===== config.mk =====
export PLATFORM = sky130hd
export DESIGN_NAME = tpio_top
export DESIGN_NICKNAME = d
export VERILOG_FILES = /design/src/verilog/tpio_top.v /design/src/verilog/tpio_sync.v
export VERILOG_INCLUDE_DIRS = /design/src /design/src/verilog
export SDC_FILE = /design/constraint.sdc
export NUM_CORES = 1
export LEC_CHECK = 0
export BUFFER_PORTS_ARGS = -buffer_cell sky130_fd_sc_hd__buf_4
export CAP_MARGIN = 15
export CORE_MARGIN = 2
export CORE_UTILIZATION = 50
export DETAILED_ROUTE_END_ITERATION = 10
export GPL_TIMING_DRIVEN = 0
export PLACE_DENSITY = 0.74
export REMOVE_ABC_BUFFERS = 1
export SLEW_MARGIN = 20
export SYNTH_ARGS = -nofsm -noshare
export SYNTH_HDL_FRONTEND = slang
export SYNTH_SLANG_ARGS = --single-unit

===== constraint.sdc =====
create_clock -name clk_sys -period 3.16 [get_ports clk_sys]
set_clock_uncertainty 0.2 [all_clocks]
set_input_delay 0.474 -clock clk_sys [delete_from_list [all_inputs] [get_ports clk_sys]]
set_output_delay 0.474 -clock clk_sys [all_outputs]
set_load 0.03 [all_outputs]

===== src/verilog/tpio_defines.vh =====
// How it works
// - latches writable; reset leaves latches alone
// - direction one drives pin, zero floats
// - reset clears all direction bits
// - read gives latch if output, else pin
// - data writes always update the latch
// - analog port uses the same read choice
// - converter-selected input pin reads zero
// - converter pins ignore direction for buffer
// - six-pin port keeps bits five to zero
// - direction bit seven drives clock on pin2
// - clock-out overrides pin2 direction bit
// - unimplemented six-pin bits read zero
`ifndef TPIO_DEFINES_VH
`define TPIO_DEFINES_VH
`define TPIO_ADDR_W 4
`define TPIO_OFS_A_DATA 4'h0
`define TPIO_OFS_B_DATA 4'h1
`define TPIO_OFS_C_DATA 4'h2
`define TPIO_OFS_A_DIR 4'h4
`define TPIO_OFS_B_DIR 4'h5
`define TPIO_OFS_C_DIR 4'h6
`define TPIO_DIR_RESET 8'h00
`define TPIO_C_DIR_RESET 6'h00
`define TPIO_CLKOUT_BIT 7
`define TPIO_CLKOUT_PIN 2
`define TPIO_CH_W 5
`endif


===== src/verilog/tpio_top.v =====
`timescale 1ns/1ps
`include "tpio_defines.vh"
module tpio_top
(
   // clock and reset
   input wire clk_sys,
   input wire nrst,
   // register port
   input wire [3:0] reg_addr,
   input wire [7:0] reg_wdata,
   input wire reg_wr,
   input wire reg_rd,
   output reg [7:0] reg_rdata,
   // converter channel select
   input wire [4:0] converter_channel_select,
   // first port pins
   input wire [7:0] first_port_in,
   output wire [7:0] first_port_out,
   output wire [7:0] first_port_oe_n,
   // analog-shared port pins
   input wire [7:0] analog_port_in,
   output wire [7:0] analog_port_out,
   output wire [7:0] analog_port_oe_n,
   // six-pin port pins
   input wire [5:0] six_pin_port_in,
   output wire [5:0] six_pin_port_out,
   output wire [5:0] six_pin_port_oe_n
);
   reg [7:0] first_port_latch;
   reg [7:0] analog_port_latch;
   reg [5:0] six_pin_port_latch;
   reg [7:0] first_port_dir;
   reg [7:0] analog_port_dir;
   reg [5:0] six_pin_port_dir;
   reg clock_out_enable;
   reg [7:0] rdata_nxt;
   wire [21:0] pins_s;
   wire [7:0] first_pin_s;
   wire [7:0] analog_pin_s;
   wire [5:0] six_pin_s;
   wire [7:0] conv_sel;
   wire pin2_dir_bit;

   // one-hot of the converter channel currently selected on port pins
   function [7:0] chan_hot;
      input [4:0] ch;
      begin
         chan_hot = 8'h00;
         if (ch[4:3] == 2'b00)
            chan_hot[ch[2:0]] = 1'b1;
      end
   endfunction

   // per-bit choice between latch and pin
   function [7:0] mux_read;
      input [7:0] dir;
      input [7:0] latch;
      input [7:0] pin;
      begin
         mux_read = (dir & latch) | (~dir & pin);
      end
   endfunction

   tpio_sync u_sync
   (
      .clk_sys(clk_sys),
      .nrst(nrst),
      .d_in({six_pin_port_in, analog_port_in, first_port_in}),
      .q_out(pins_s)
   );
   assign first_pin_s = pins_s[7:0];
   assign analog_pin_s = pins_s[15:8];
   assign six_pin_s = pins_s[21:16];
   assign conv_sel = chan_hot(converter_channel_select);
   assign pin2_dir_bit = six_pin_port_dir[`TPIO_CLKOUT_PIN];

   // latches hold through reset
   always @(posedge clk_sys)
   begin
      if (reg_wr)
      begin
         case (reg_addr)
            `TPIO_OFS_A_DATA: first_port_latch <= reg_wdata;
            `TPIO_OFS_B_DATA: analog_port_latch <= reg_wdata;
            `TPIO_OFS_C_DATA: six_pin_port_latch <= reg_wdata[5:0];
            default: ;
         endcase
      end
   end

   always @(posedge clk_sys)
   begin
      if (!nrst)
      begin
         first_port_dir <= `TPIO_DIR_RESET;
         analog_port_dir <= `TPIO_DIR_RESET;
         six_pin_port_dir <= `TPIO_C_DIR_RESET;
         clock_out_enable <= 1'b0;
      end
      else if (reg_wr)
      begin
         case (reg_addr)
            `TPIO_OFS_A_DIR: first_port_dir <= reg_wdata;
            `TPIO_OFS_B_DIR: analog_port_dir <= reg_wdata;
            `TPIO_OFS_C_DIR:
            begin
               six_pin_port_dir <= reg_wdata[5:0];
               clock_out_enable <= reg_wdata[`TPIO_CLKOUT_BIT];
            end
            default: ;
         endcase
      end
   end

   always @*
   begin
      rdata_nxt = 8'h00;
      case (reg_addr)
         `TPIO_OFS_A_DATA:
            rdata_nxt = mux_read(first_port_dir, first_port_latch,
               first_pin_s);
         `TPIO_OFS_B_DATA:
            rdata_nxt = mux_read(analog_port_dir, analog_port_latch,
               analog_pin_s & ~conv_sel);
         `TPIO_OFS_C_DATA:
            rdata_nxt = mux_read({2'b00, six_pin_port_dir},
               {2'b00, six_pin_port_latch}, {2'b00, six_pin_s});
         `TPIO_OFS_A_DIR: rdata_nxt = first_port_dir;
         `TPIO_OFS_B_DIR: rdata_nxt = analog_port_dir;
         `TPIO_OFS_C_DIR:
            rdata_nxt = {clock_out_enable, 1'b0, six_pin_port_dir};
         default: rdata_nxt = 8'h00;
      endcase
   end

   always @(posedge clk_sys)
   begin
      if (!nrst)
         reg_rdata <= 8'h00;
      else if (reg_rd)
         reg_rdata <= rdata_nxt;
      else
         reg_rdata <= 8'h00;
   end

   assign first_port_out = first_port_latch;
   assign first_port_oe_n = ~first_port_dir;
   assign analog_port_out = analog_port_latch;
   // converter-owned pins float regardless of direction
   assign analog_port_oe_n = ~(analog_port_dir & ~conv_sel);
   assign six_pin_port_out = clock_out_enable ?
      {six_pin_port_latch[5:3], clk_sys, six_pin_port_latch[1:0]} :
      six_pin_port_latch;
   assign six_pin_port_oe_n = ~({six_pin_port_dir[5:3],
      pin2_dir_bit | clock_out_enable, six_pin_port_dir[1:0]});
endmodule // tpio_top


===== src/verilog/tpio_sync.v =====
`timescale 1ns/1ps
module tpio_sync
(
   // clock and reset
   input wire clk_sys,
   input wire nrst,
   // asynchronous level in, synchronised level out
   input wire [21:0] d_in,
   output reg [21:0] q_out
);
   reg [21:0] meta_r;
   always @(posedge clk_sys)
   begin
      if (!nrst)
      begin
         meta_r <= 22'h0;
         q_out <= 22'h0;
      end
      else
      begin
         meta_r <= d_in;
         q_out <= meta_r;
      end
   end
endmodule // tpio_sync


Yosys cells after proc, flatten, opt, wreduce, memory -nomap -nowiden:

Cells that the tools add are included.

* bits in registers: 97
* bits in latches: 0
* memory bits (writable): 0
* ROM bits: 0
* memories kept: 0

* add/subtract/negate cells: 0
* multipliers: 0
* div/mod/pow operators: 0
* $lt $le $gt $ge: 2
* eq/ne operators: 5
* shifts and indexed selects: 0
* mux-type cells: 5
* bitwise gates (word level): 18
* reduce and logical (&&, ||, !) cells: 10

Operators with widths (number)
* AND 8 bit: 6
* one-hot mux 8 bit (6 select lines): 1
* inverter 8 bit: 4
* OR 8 bit: 2
* AND reduction 2 bit: 7
* == test 4 x 3 -> 1 bit (second input constant): 3
* AND 8 x 6 -> 8 bit: 1
* two-way mux 8 bit: 1
* inverter 6 -> 8 bit: 1
* OR 6 x 8 -> 8 bit: 1
* AND 6 bit: 1
* inverter 6 bit: 1
* == test 4 x 1 -> 1 bit (second input constant): 1
* == test 4 x 2 -> 1 bit (second input constant): 1
* zero test 4 bit: 1
* less-than comparator 3 x 4 -> 1 bit (second input constant): 1
* demux 1 bit (select 3 bit): 1
* greater-or-equal comparator 3 x 1 -> 1 bit (second input constant): 1
* two-way mux 3 bit: 1
* zero test 2 bit: 1
* logical AND 1 bit: 1
* two-way mux 1 bit: 1
* OR 1 bit: 1

Logic depth before layout (Yosys ltp):

Gate-level depths: netlist (run 1).

* word-level depth: 10
* depth in mapped cells: 6
* depth with buffers taken out: 4

Cells and area by module:

Synthesis (run 1) repeated with hierarchy kept, for this count alone.

* cell total of the unflattened synthesis: 353
* area total of the unflattened synthesis: 3851.2 um^2

By module, submodules not included
* tpio_top: times used 1, cells each 261, area each 2620.0 um^2, sequential area each 1281.2 um^2
* tpio_sync: times used 1, cells each 92, area each 1231.2 um^2, sequential area each 880.8 um^2

==> results by group, run 1 <==
Global route
  – Pin count of the biggest net entering global routing: 70
  – Antenna violations before repair: 0
  – Grt ovf: 0
  – Global Route Usage Sum: 21.7%
  – First-pass GRT wire length: 13.6 mm
  – Number of global-route vias before repair: 2661

Setup path
  – CP Max Fanout: 2
  – CP startpoint kind: clock port
  – Slowest-stage cell, CP: mux2_2
  – Reg2Reg Setup Slack: 1.69 ns
  – Delay-heaviest family, CP: buffers and inverters
  – Worst path arrival time: between 2 and 2.5 ns
  – Crit Path Class: clk2out
  – CP Cell Sequence: clkbuf_8, clkbuf_8, mux2_2, buf_4
  – Max stage delay on crit path: 0.27 ns
  – Crit end category: output pin
  – WP data required: between 2 and 2.5 ns
  – CP Buf/Inv Count: 3
  – Critical Path Most Common Cell: clkbuf_8

Floorplan
  – DIE AREA: approximately 0.0082 mm²
  – Initial Utilization: between 50 and 60%
  – Die width: approximately 91 µm
  – Die Ht: ~91 µm
  – Std-Cell Core Area: 0.00725 mm²
  – # rows: 31
  – Top Ports: 95

Logic synthesis
  – Syn Area/Cell: 11.2 µm²
  – Post-synthesis sequential area ratio: between 50% and 60%
  – Mapped Area: 0.00374 mm²
  – Yosys cell types: 37
  – Post-Syn Instances: between 300 and 400
  – Yosys reg bits: a little under 100
  – Synth Warn #: 0

CTS
  – CTS tree: done
  – Resize count post-CTS: 0
  – CTS clk-pin slew, worst paths: ~0.09 ns
  – Skew-Pair Late Insertion Delay: 0.46 ns

Route
  – Via count: ~2800
  – DR iter-0 viols: between 200 and 250
  – DR pass1 iterations: 5
  – Wire per inst: between 15 and 20 µm
  – Detail Route Antenna Nets: 0
  – Total wire length: 8.67 mm
  – Remaining DRCs: 0
  – Via-to-Cell Ratio: around 5.2

Placed design
  – Buffers on Ports: between 90 and 100
  – Post-DP HPWL: roughly 5.6 mm
  – Final Wtd Congestion: roughly 0.83
  – Post-place setup slack: 0.502 ns

STA
  – # setup viols final: 0
  – Setup TNS: 0 ns
  – Least-Margin Pin Slew: between 0.9 and 1 ns
  – Post-route worst setup slack: roughly 0.24 ns
  – RSZ-0062 raised after global routing: false
  – Slew margin rel.: about a third
  – Max-slew violations: 0
  – Fin. Hold Viols: 0

Power and ir drop
  – Leak pwr: around 0.002 µW
  – Switching pwr: about 540 µW
  – Clock power share: approximately two fifths
  – Internal power: 1940 µW
  – Sequential share of power: between 50 and 60%
  – Combinational power share: 7.4%
  – Switching Share: a little over a fifth
  – Worst VDD drop: around 0.33 mV
  – Power per cell area: just over 500 mW/mm²

Flow run
  – Max cap viols: 0

Cells and area
  – Post-layout nets: around 480
  – ANT cells: 0
  – Fillers: about 560
  – Multi-input logic area: ~0.0014 mm²
  – Layout area overhead: 29.6%
  – Fraction of layout cells with a size suffix above 1: about 28%
  – Total area of sequential cells: 0.00216 mm²

Hold path
  – Worst hold path class: in2reg

Run status
  – Status: finished clean
repair_timing:
item | CTS | global route
buffers inserted | 0 | 0
hold buffers | 8 | 3
hold endpoints to repair | 8 | 3
cell usage in the layout, fill, tap and decap left out, drive strengths merged, types with 2 or more instances in the layout:
cell type and count:
a31oi 7, o211a 3, nor3 6, bufinv 2, inv 16, o22ai 5
and2 45, o21ai 5, a21oi 2, a21o 4, clkinvlp 2, nand4b 8
nor3b 4, edfxtp 22, nor2b 26, dlygate4sd3 11, nor2 10, nor4 2
nand3 4, clkbuf 13, a311oi 3, buf 94, mux2i 33, or3b 3
or4 2, dfxtp 75, o311ai 4, nand2 19
synthesized netlist by cell type:
cell type / instances / area share (%)
buf_4: 5 / 1.0
nor3_2: 1 / 0.27
o211a_1: 3 / 0.80
or3b_2: 3 / 0.70
nor2b_1: 26 / 4.3
nor3_1: 5 / 0.67
o22ai_1: 5 / 0.84
nand2_1: 19 / 1.9
or4_4: 1 / 0.30
nor4b_2: 1 / 0.40
edfxtp_1: 22 / 18
a31oi_1: 7 / 1.2
a21o_1: 4 / 0.80
and2_1: 45 / 7.5
or4_1: 1 / 0.20
nor4_1: 2 / 0.33
nor2_1: 10 / 1.0
nor3b_1: 1 / 0.20
buf_2: 4 / 0.53
nand3_1: 4 / 0.53
dfxtp_1: 75 / 40
clkbuf_1: 9 / 0.90
or2_1: 1 / 0.17
mux2i_1: 33 / 8.8
inv_1: 15 / 1.5
nor3b_2: 3 / 1.0
nor4bb_1: 1 / 0.27
o311ai_0: 4 / 0.94
buf_6: 2 / 0.60
a22oi_1: 1 / 0.20
mux2_2: 1 / 0.30
a311oi_1: 3 / 0.70
nand4b_1: 8 / 1.9
and4b_1: 1 / 0.27
o21ai_0: 5 / 0.67
a21oi_1: 2 / 0.27
nand3b_1: 1 / 0.20
flip-flops by register name, indices dropped and copies added, names as in the netlist:
signal	count
analog_port_dir	8
analog_port_out	8
clock_out_enable	1
first_port_dir	8
first_port_out	8
reg_rdata	8
six_pin_port_dir	6
six_pin_port_latch	6
u_sync.meta_r	22
u_sync.q_out	22
area by class of cell:
type	instances	share of cell area (%)
tap	99	2.55
sequential	97	44.6
inverter	15	1.16
clock inverter	6	1.83
multi-input combinational	202	29.4
clock buffer	14	3.84
timing repair buffer	104	16.7
power by group through the flow:
stage	Sequential (µW)	Clock, µW	Combinational (µW)
after global placement	1340	2.47	170
after floorplan	1350	1.81	64.2
after global routing	1320	1060	199
after detailed placement	1340	2.47	174
final	1310	983	185
after CTS	1310	1000	182
metrics by stage:
step	hold slack (ns)	total power [µW]	std cells	cell area [µm²]	utilization, %
3_3_place_gp	0.214	1510	507	4460	61.5
5_1_grt	0.00260	2570	537	4850	66.9
2_1_floorplan	0.212	1420	314	3630	-
3_5_place_dp	0.218	1520	507	4470	61.7
6_report	0.0161	2480	537	4850	66.9
4_1_cts	0.00218	2500	534	4820	66.4
per-layer routing:
layer / routed length [µm] / part of all wire [%] / up-vias / global-route usage (%)
li1: - / - / 1345 / -
met1: 3620 / 42 / 1295 / 27.0
met2: 4240 / 49 / 112 / 35.4
met3: 663 / 7.6 / 15 / 6.84
met4: 145 / 1.7 / 0 / 7.69
met5: 0 / 0 / - / 0
worst paths after layout:
check,startpoint,endpoint,depth (start not counted)
hold / removal,six_pin_port_in[1],u_sync.meta_r[17],2
hold reg to reg,u_sync.meta_r[6],u_sync.q_out[6],1
setup reg to reg,first_port_dir[5],reg_rdata[5],4
setup / recovery,clk_sys,six_pin_port_out[2],4
cells by family (layout without fill, tap and decap cells):
| group | Yosys count | count (layout) | synth area share [%] |
|---|---|---|---|
| AND/OR/NAND/NOR | 134 | 134 | 22.2 |
| flip-flops | 97 | 97 | 57.8 |
| multiplexers | 34 | 34 | 9.13 |
| buffers and inverters | 35 | 139 | 4.55 |
| AO/OA/AOI/OAI | 34 | 34 | 6.39 |
Power figures use the tool's default switching activity.
==> run 2: changes to the inputs <==
--- a/config.mk
+++ b/config.mk
@@ -7,7 +7,7 @@
 export NUM_CORES = 1
 export LEC_CHECK = 0
 export BUFFER_PORTS_ARGS = -buffer_cell sky130_fd_sc_hd__buf_4
-export CAP_MARGIN = 15
+export CAP_MARGIN = 10
 export CORE_MARGIN = 2
 export CORE_UTILIZATION = 50
 export DETAILED_ROUTE_END_ITERATION = 10
@@ -17,4 +17,5 @@
 export SLEW_MARGIN = 20
 export SYNTH_ARGS = -nofsm -noshare
 export SYNTH_HDL_FRONTEND = slang
+export SYNTH_HIERARCHICAL = 1
 export SYNTH_SLANG_ARGS = --single-unit
==> results by group, run 2 <==
Power and ir drop
  – Leak pwr: 0.00186 µW (-5.9%)
  – Power Total: 2490 µW (+0.39%)
  – Worst VDD drop: 0.246 mV (-25%)
  – Power per cell area: 514 mW/mm² (+0.44%)

Logic synthesis
  – Yosys reg bits: 97 (unchanged)
  – Yosys cell types: 43 (+16%)
  – Synth Warn #: 6 (+6)
  – Post-Syn Instances: 353 (+5.7%)
  – Post-synth EDFFs: 22 (unchanged)
  – Most frequent cell after synthesis: dfxtp_1
  – Yosys top cell area share: 39.0% (-1.1 points)
  – Ys flop type: dfxtp_1
  – Top post-synthesis cells by count: 75 x dfxtp_1, 44 x and2_2, 26 x nand2_1
  – Syn Area/Cell: 10.9 µm² (-2.6%)
  – Mapped Area: 0.00385 mm² (+2.9%)
  – Top cells by area, synth: dfxtp_1 39%, edfxtp_1 17%, and2_2 8.6%
  – Post-synthesis sequential area ratio: 56.1% (-1.6 points)
  – Ys async rst share: 0% (unchanged)
  – Post-synth top area cell: dfxtp_1

Floorplan
  – # rows: 32 (+3.2%)
  – Die width: 91.8 µm (+1.4%)
  – Die Ht: 91.8 µm (+1.4%)
  – DIE AREA: 0.00842 mm² (+2.8%)
  – Top Ports: 95 (unchanged)
  – Initial Utilization: 50.6% (-0.97 points)
  – Std-Cell Core Area: 0.00761 mm² (+4.9%)

Setup path
  – Setup crit end: six_pin_port_out[2]
  – Crit path from: clk_sys
  – Worst path arrival time: 2.24 ns (about the same)
  – R2R cell count: 4 (unchanged)
  – Worst reg2reg startpoint: six_pin_port_dir[1]
  – CP startpoint kind: clock port
  – Crit Path Class: clk2out
  – WP data required: 2.49 ns (about the same)
  – Crit end category: output pin
  – CP Max Fanout: 2 (unchanged)
  – Critical R2R Capture: reg_rdata[1]
  – Reg2Reg Setup Slack: 1.50 ns (-0.19 ns)

Global route
  – Pin count of the biggest net entering global routing: 69 (-1.4%)
  – Grt ovf: 0 (unchanged)
  – Met1 Use GR: 26.6% (-0.41 points)
  – GR Util met2: 30.8% (-4.6 points)
  – First-pass GRT wire length: 13.0 mm (-4.5%)
  – Global route hottest layer: met2
  – Number of global-route vias before repair: 2636 (-0.94%)
  – Met3 usage: 5.92% (-0.93 points)
  – Antenna violations before repair: 0 (unchanged)
  – Global Route Usage Sum: 20.4% (-1.3 points)

STA
  – WHS: 0.0177 ns (+0.00162 ns)
  – Slew margin rel.: 42.6% (+8.0 points)
  – # setup viols final: 0 (unchanged)
  – Least-Margin Pin Slew: 0.857 ns (-0.118 ns)
  – Setup TNS: 0 ns (unchanged)
  – Max-slew violations: 0 (unchanged)
  – RSZ-0062 raised after global routing: false
  – Fin. Hold Viols: 0 (unchanged)
  – Post-route worst setup slack: 0.243 ns (+0.00755 ns)

Route
  – Detail Route Antenna Nets: 0 (unchanged)
  – Via count: 2777 (+0.36%)
  – DR iter-0 viols: 171 (-15%)
  – Total wire length: 8.24 mm (-4.9%)
  – Via-to-Cell Ratio: 5.09 (-1.3%)
  – Wire per inst: 15.1 µm (-6.5%)
  – Remaining DRCs: 0 (unchanged)
  – DR pass1 iterations: 4 (-1)

CTS
  – CTS tree: done
  – Postcts setup bufs: 0 (unchanged)
  – Skew-Pair Late Insertion Delay: 0.47 ns (about the same)
  – CTS clk-pin slew, worst paths: 0.09 ns (about the same)
  – Resize count post-CTS: 0 (unchanged)

Placed design
  – Buffers on Ports: 94 (unchanged)
  – Final Wtd Congestion: 0.798 (-3.4%)
  – Post-place setup slack: 0.453 ns (-0.0492 ns)
  – Post-DP HPWL: 5.68 mm (+0.83%)

Cells and area
  – Post-layout nets: 482 (+1.3%)
  – ANT cells: 0 (unchanged)
  – Fillers: 635 (+14%)
  – Biggest regs: u_sync/meta_r x22, u_sync/q_out x22
  – Fraction of layout cells with a size suffix above 1: 38.3% (+10 points)
  – Layout area overhead: 25.9%
  – Most frequent cells in the layout: 95 x buf_4, 75 x dfxtp_1, 44 x and2_2, 26 x nand2_1, 24 x mux2i_1
  – Most common cell after layout, fill and taps aside: buf_4

Run status
  – Status: finished clean

Flow run
  – Max cap viols: 0 (unchanged)

Hold path
  – Worst hold path class: in2reg
-- run 2: how the worst min path moves through the flow --
stage / depth (start not counted) / end / startpoint
final: 2 / u_sync/meta_r[14] / analog_port_in[6]
after global routing: 2 / u_sync/meta_r[7] / first_port_in[7]
after CTS: 2 / u_sync/meta_r[11] / analog_port_in[3]
after detailed placement: 1 / u_sync/q_out[20] / u_sync/meta_r[20]
after global placement: 1 / u_sync/q_out[20] / u_sync/meta_r[20]
after floorplan: 1 / u_sync/q_out[20] / u_sync/meta_r[20]
-- run 2: where the power goes --
group | internal [µW] | leakage, µW | switching (µW)
registers | 1300 | 0.000813 | 12.6
clock network | 568 | 0.000145 | 432
logic | 86.8 | 0.000901 | 90.6
-- run 2: worst max-delay path, cell delays in order --
cell and delay [ns]:
clkbuf_8 0.11, clkbuf_8 0.12, mux2_2 0.26, buf_4 0.17
-- run 2: cells by family after synthesis --
| kind of cell | count (synthesis) | synth area share, % |
|---|---|---|
| compound gates | 41 | 6.95 |
| buf+inv | 40 | 4.97 |
| flops | 97 | 56.1 |
| mux | 27 | 7.11 |
| simple gates | 148 | 24.8 |
-- run 2: layer usage --
metal | part of all wire [%] | vias up
met3 | 5.8 | 12
met2 | 46 | 81
li1 | - | 1379
met5 | 0 | -
met1 | 46 | 1305
met4 | 1.9 | 0
-- run 2: timing repair --
| item | 4_1_cts | 5_1_grt |
|---|---|---|
| hold buffers | 1 | 0 |
| endpoints found under the hold margin | 2 | 0 |
| endpoints found under the setup margin | 0 | 0 |
-- run 2: per-stage QoR --
| step | instance area (µm²) | cells | utilization [%] |
|---|---|---|---|
| finish | 4850 | 546 | 63.7 |
| floorplan | 3720 | 329 | - |
| CTS | 4850 | 546 | 63.7 |
| global route | 4850 | 546 | 63.7 |
| detailed placement | 4570 | 526 | 60.0 |
| global placement | 4550 | 525 | 59.9 |
-- run 2: final cells by class --
type	count	area, µm²	share of cell area, %
Timing Repair Buffer	95	716	14.8
Sequential cell	97	2160	44.6
Tap cell	102	128	2.63
Clock inverter	5	77.6	1.60
Clock buffer	15	200	4.13
Inverter	16	60.1	1.24
Multi-Input combinational cell	216	1500	31.0
==> run 3: changes to the inputs <==
--- a/config.mk
+++ b/config.mk
@@ -8,6 +8,7 @@
 export LEC_CHECK = 0
 export BUFFER_PORTS_ARGS = -buffer_cell sky130_fd_sc_hd__buf_4
 export CAP_MARGIN = 10
+export CORE_ASPECT_RATIO = 0.9
 export CORE_MARGIN = 2
 export CORE_UTILIZATION = 50
 export DETAILED_ROUTE_END_ITERATION = 10
==> results by group, run 3 (synthesis results as in run 2) <==
Cells and area
  – ANT cells: 0 (unchanged)
  – Most frequent cells in the layout: 95 x buf_4, 75 x dfxtp_1, 44 x and2_2, 26 x nand2_1, 24 x mux2i_1
  – Layout area overhead: 24.9%
  – Biggest regs: u_sync/meta_r x22, u_sync/q_out x22
  – Most common cell after layout, fill and taps aside: buf_4
  – Non-filler cells, final: 540 (-1.1%)
  – Fillers: 625 (-1.6%)
  – Fin util: 64.1% (+0.37 points)
  – Fraction of layout cells with a size suffix above 1: 38.1% (-0.23 points)
  – Final instance area: 0.00481 mm² (-0.75%)
  – Post-layout nets: 482 (unchanged)

Setup path
  – Max stage delay on crit path: 0.26 ns (about the same)
  – Crit Path Class: clk2out
  – Critical Path Most Common Cell: clkbuf_8
  – CP startpoint kind: clock port
  – R2R cell count: 4 (unchanged)
  – Crit end category: output pin
  – Critical R2R Capture: reg_rdata[1]
  – Slowest-stage cell, CP: mux2_2
  – Worst reg2reg startpoint: six_pin_port_dir[1]
  – WP data required: 2.49 ns (about the same)
  – Worst path arrival time: 2.23 ns (about the same)
  – Reg2Reg Setup Slack: 1.47 ns (-0.03 ns)
  – CP Max Fanout: 2 (unchanged)
  – CP Cell Sequence: clkbuf_8, clkbuf_8, mux2_2, buf_4

STA
  – Setup TNS: 0 ns (unchanged)
  – Least-Margin Pin Slew: 0.907 ns (+0.0493 ns)
  – Slew margin rel.: 39.3% (-3.3 points)
  – RSZ-0062 raised after global routing: false
  – Fin. Hold Viols: 0 (unchanged)
  – Max-slew violations: 0 (unchanged)
  – # setup viols final: 0 (unchanged)

Floorplan
  – Initial Utilization: 51.3% (+0.68 points)
  – Std-Cell Core Area: 0.00751 mm² (-1.3%)
  – Die width: 96.5 µm (+5.2%)
  – # rows: 30 (-6.3%)
  – Die Ht: 87.3 µm (-4.9%)
  – Top Ports: 95 (unchanged)
  – DIE AREA: 0.00842 mm² (about the same)

Route
  – Total wire length: 8.25 mm (about the same)
  – Via-to-Cell Ratio: 5.17 (+1.7%)
  – Detail Route Antenna Nets: 0 (unchanged)
  – Remaining DRCs: 0 (unchanged)
  – Via count: 2792 (+0.54%)
  – DR pass1 iterations: 5 (+1)
  – Wire per inst: 15.3 µm (+1.2%)
  – DR iter-0 viols: 193 (+13%)

Hold path
  – Worst hold path class: in2reg
  – Hold EP: u_sync/meta_r[11]
  – Worst hold start: analog_port_in[3]
  – Worst Hold Path Cells: 2 (unchanged)

Placed design
  – Buffers on Ports: 94 (unchanged)
  – Placed instance area: 0.00456 mm² (-0.16%)
  – Final Wtd Congestion: 0.806 (+0.94%)
  – Post-DP HPWL: 5.73 mm (+0.86%)
  – Inst Count DP: 520 (-1.1%)

CTS
  – Skew-Pair Late Insertion Delay: 0.47 ns (about the same)
  – CTS tree: done
  – CTS clk-pin slew, worst paths: 0.10 ns (about the same)

Global route
  – Pin count of the biggest net entering global routing: 69 (unchanged)
  – Global route hottest layer: met2
  – Global Route Usage Sum: 20.2% (-0.18 points)
  – Grt ovf: 0 (unchanged)
  – GR Util met2: 30.7% (-0.076 points)
  – Number of global-route vias before repair: 2576 (-2.3%)
  – First-pass GRT wire length: 12.7 mm (-2.1%)
  – Antenna violations before repair: 0 (unchanged)
  – Met1 Use GR: 27.1% (+0.48 points)
  – Met3 usage: 7.27% (+1.4 points)

Run status
  – Status: finished clean

Power and ir drop
  – Worst VDD drop: 0.316 mV (+28%)
  – Power per cell area: 498 mW/mm² (-3.1%)
  – Power Total: 2390 µW (-3.8%)
  – Leak pwr: 0.00184 µW (-0.92%)

Flow run
  – Max cap viols: 0 (unchanged)
## run 3: area by class of cell
class                      count  area, µm²  area share, %
multi-input combinational    216       1500           31.3
tap                           96        120           2.50
clock inverter                 7       76.3           1.59
timing repair buffer          95        716           14.9
clock buffer                  13        173           3.59
inverter                      16       60.1           1.25
sequential                    97       2160           44.9
## run 3: per-stage QoR
| stage | hold slack (ns) | worst slack [ns] |
|---|---|---|
| 2_1_floorplan | 0.220 | 0.574 |
| 3_3_place_gp | 0.223 | 0.0376 |
| 3_5_place_dp | 0.226 | 0.450 |
| 4_1_cts | 0.000736 | 0.244 |
| 5_1_grt | 0.000339 | 0.239 |
| 6_report | 0.0178 | 0.256 |
## run 3: critical path, delay by kind of cell
family / cells / cell delay, ns
buffers and inverters: 3 / 0.39
muxes: 1 / 0.26
## run 3: what timing repair did
action,4_1_cts,5_1_grt
hold buffers,0,1
setup buffers,0,0
hold endpoints to repair,0,1
resized for setup,0,0
## run 3: routing by layer
metal  share of wire (%)  vias up  wire length [µm]
met1                  46     1288              3820
met2                  45      112              3680
met5                   0        -                 0
met3                 7.8       12               642
met4                 1.2        0                97
li1                    -     1380                 -
## run 3: worst max path at each step
stage | cells past startpoint | start | to
finish | 4 | clk_sys | six_pin_port_out[2]
global route | 4 | clk_sys | six_pin_port_out[2]
CTS | 4 | clk_sys | six_pin_port_out[2]
detailed placement | 3 | reg_addr[1] | first_port_out[0]
global placement | 5 | reg_addr[3] | six_pin_port_dir[3]
floorplan | 1 | clk_sys | six_pin_port_out[2]
## run 3: report_power, final
part | switching (µW) | total, µW | leakage, µW | internal, µW
clock network | 447 | 902 | 0.000128 | 454
logic | 92.3 | 179 | 0.000901 | 86.8
registers | 12.8 | 1310 | 0.000813 | 1300
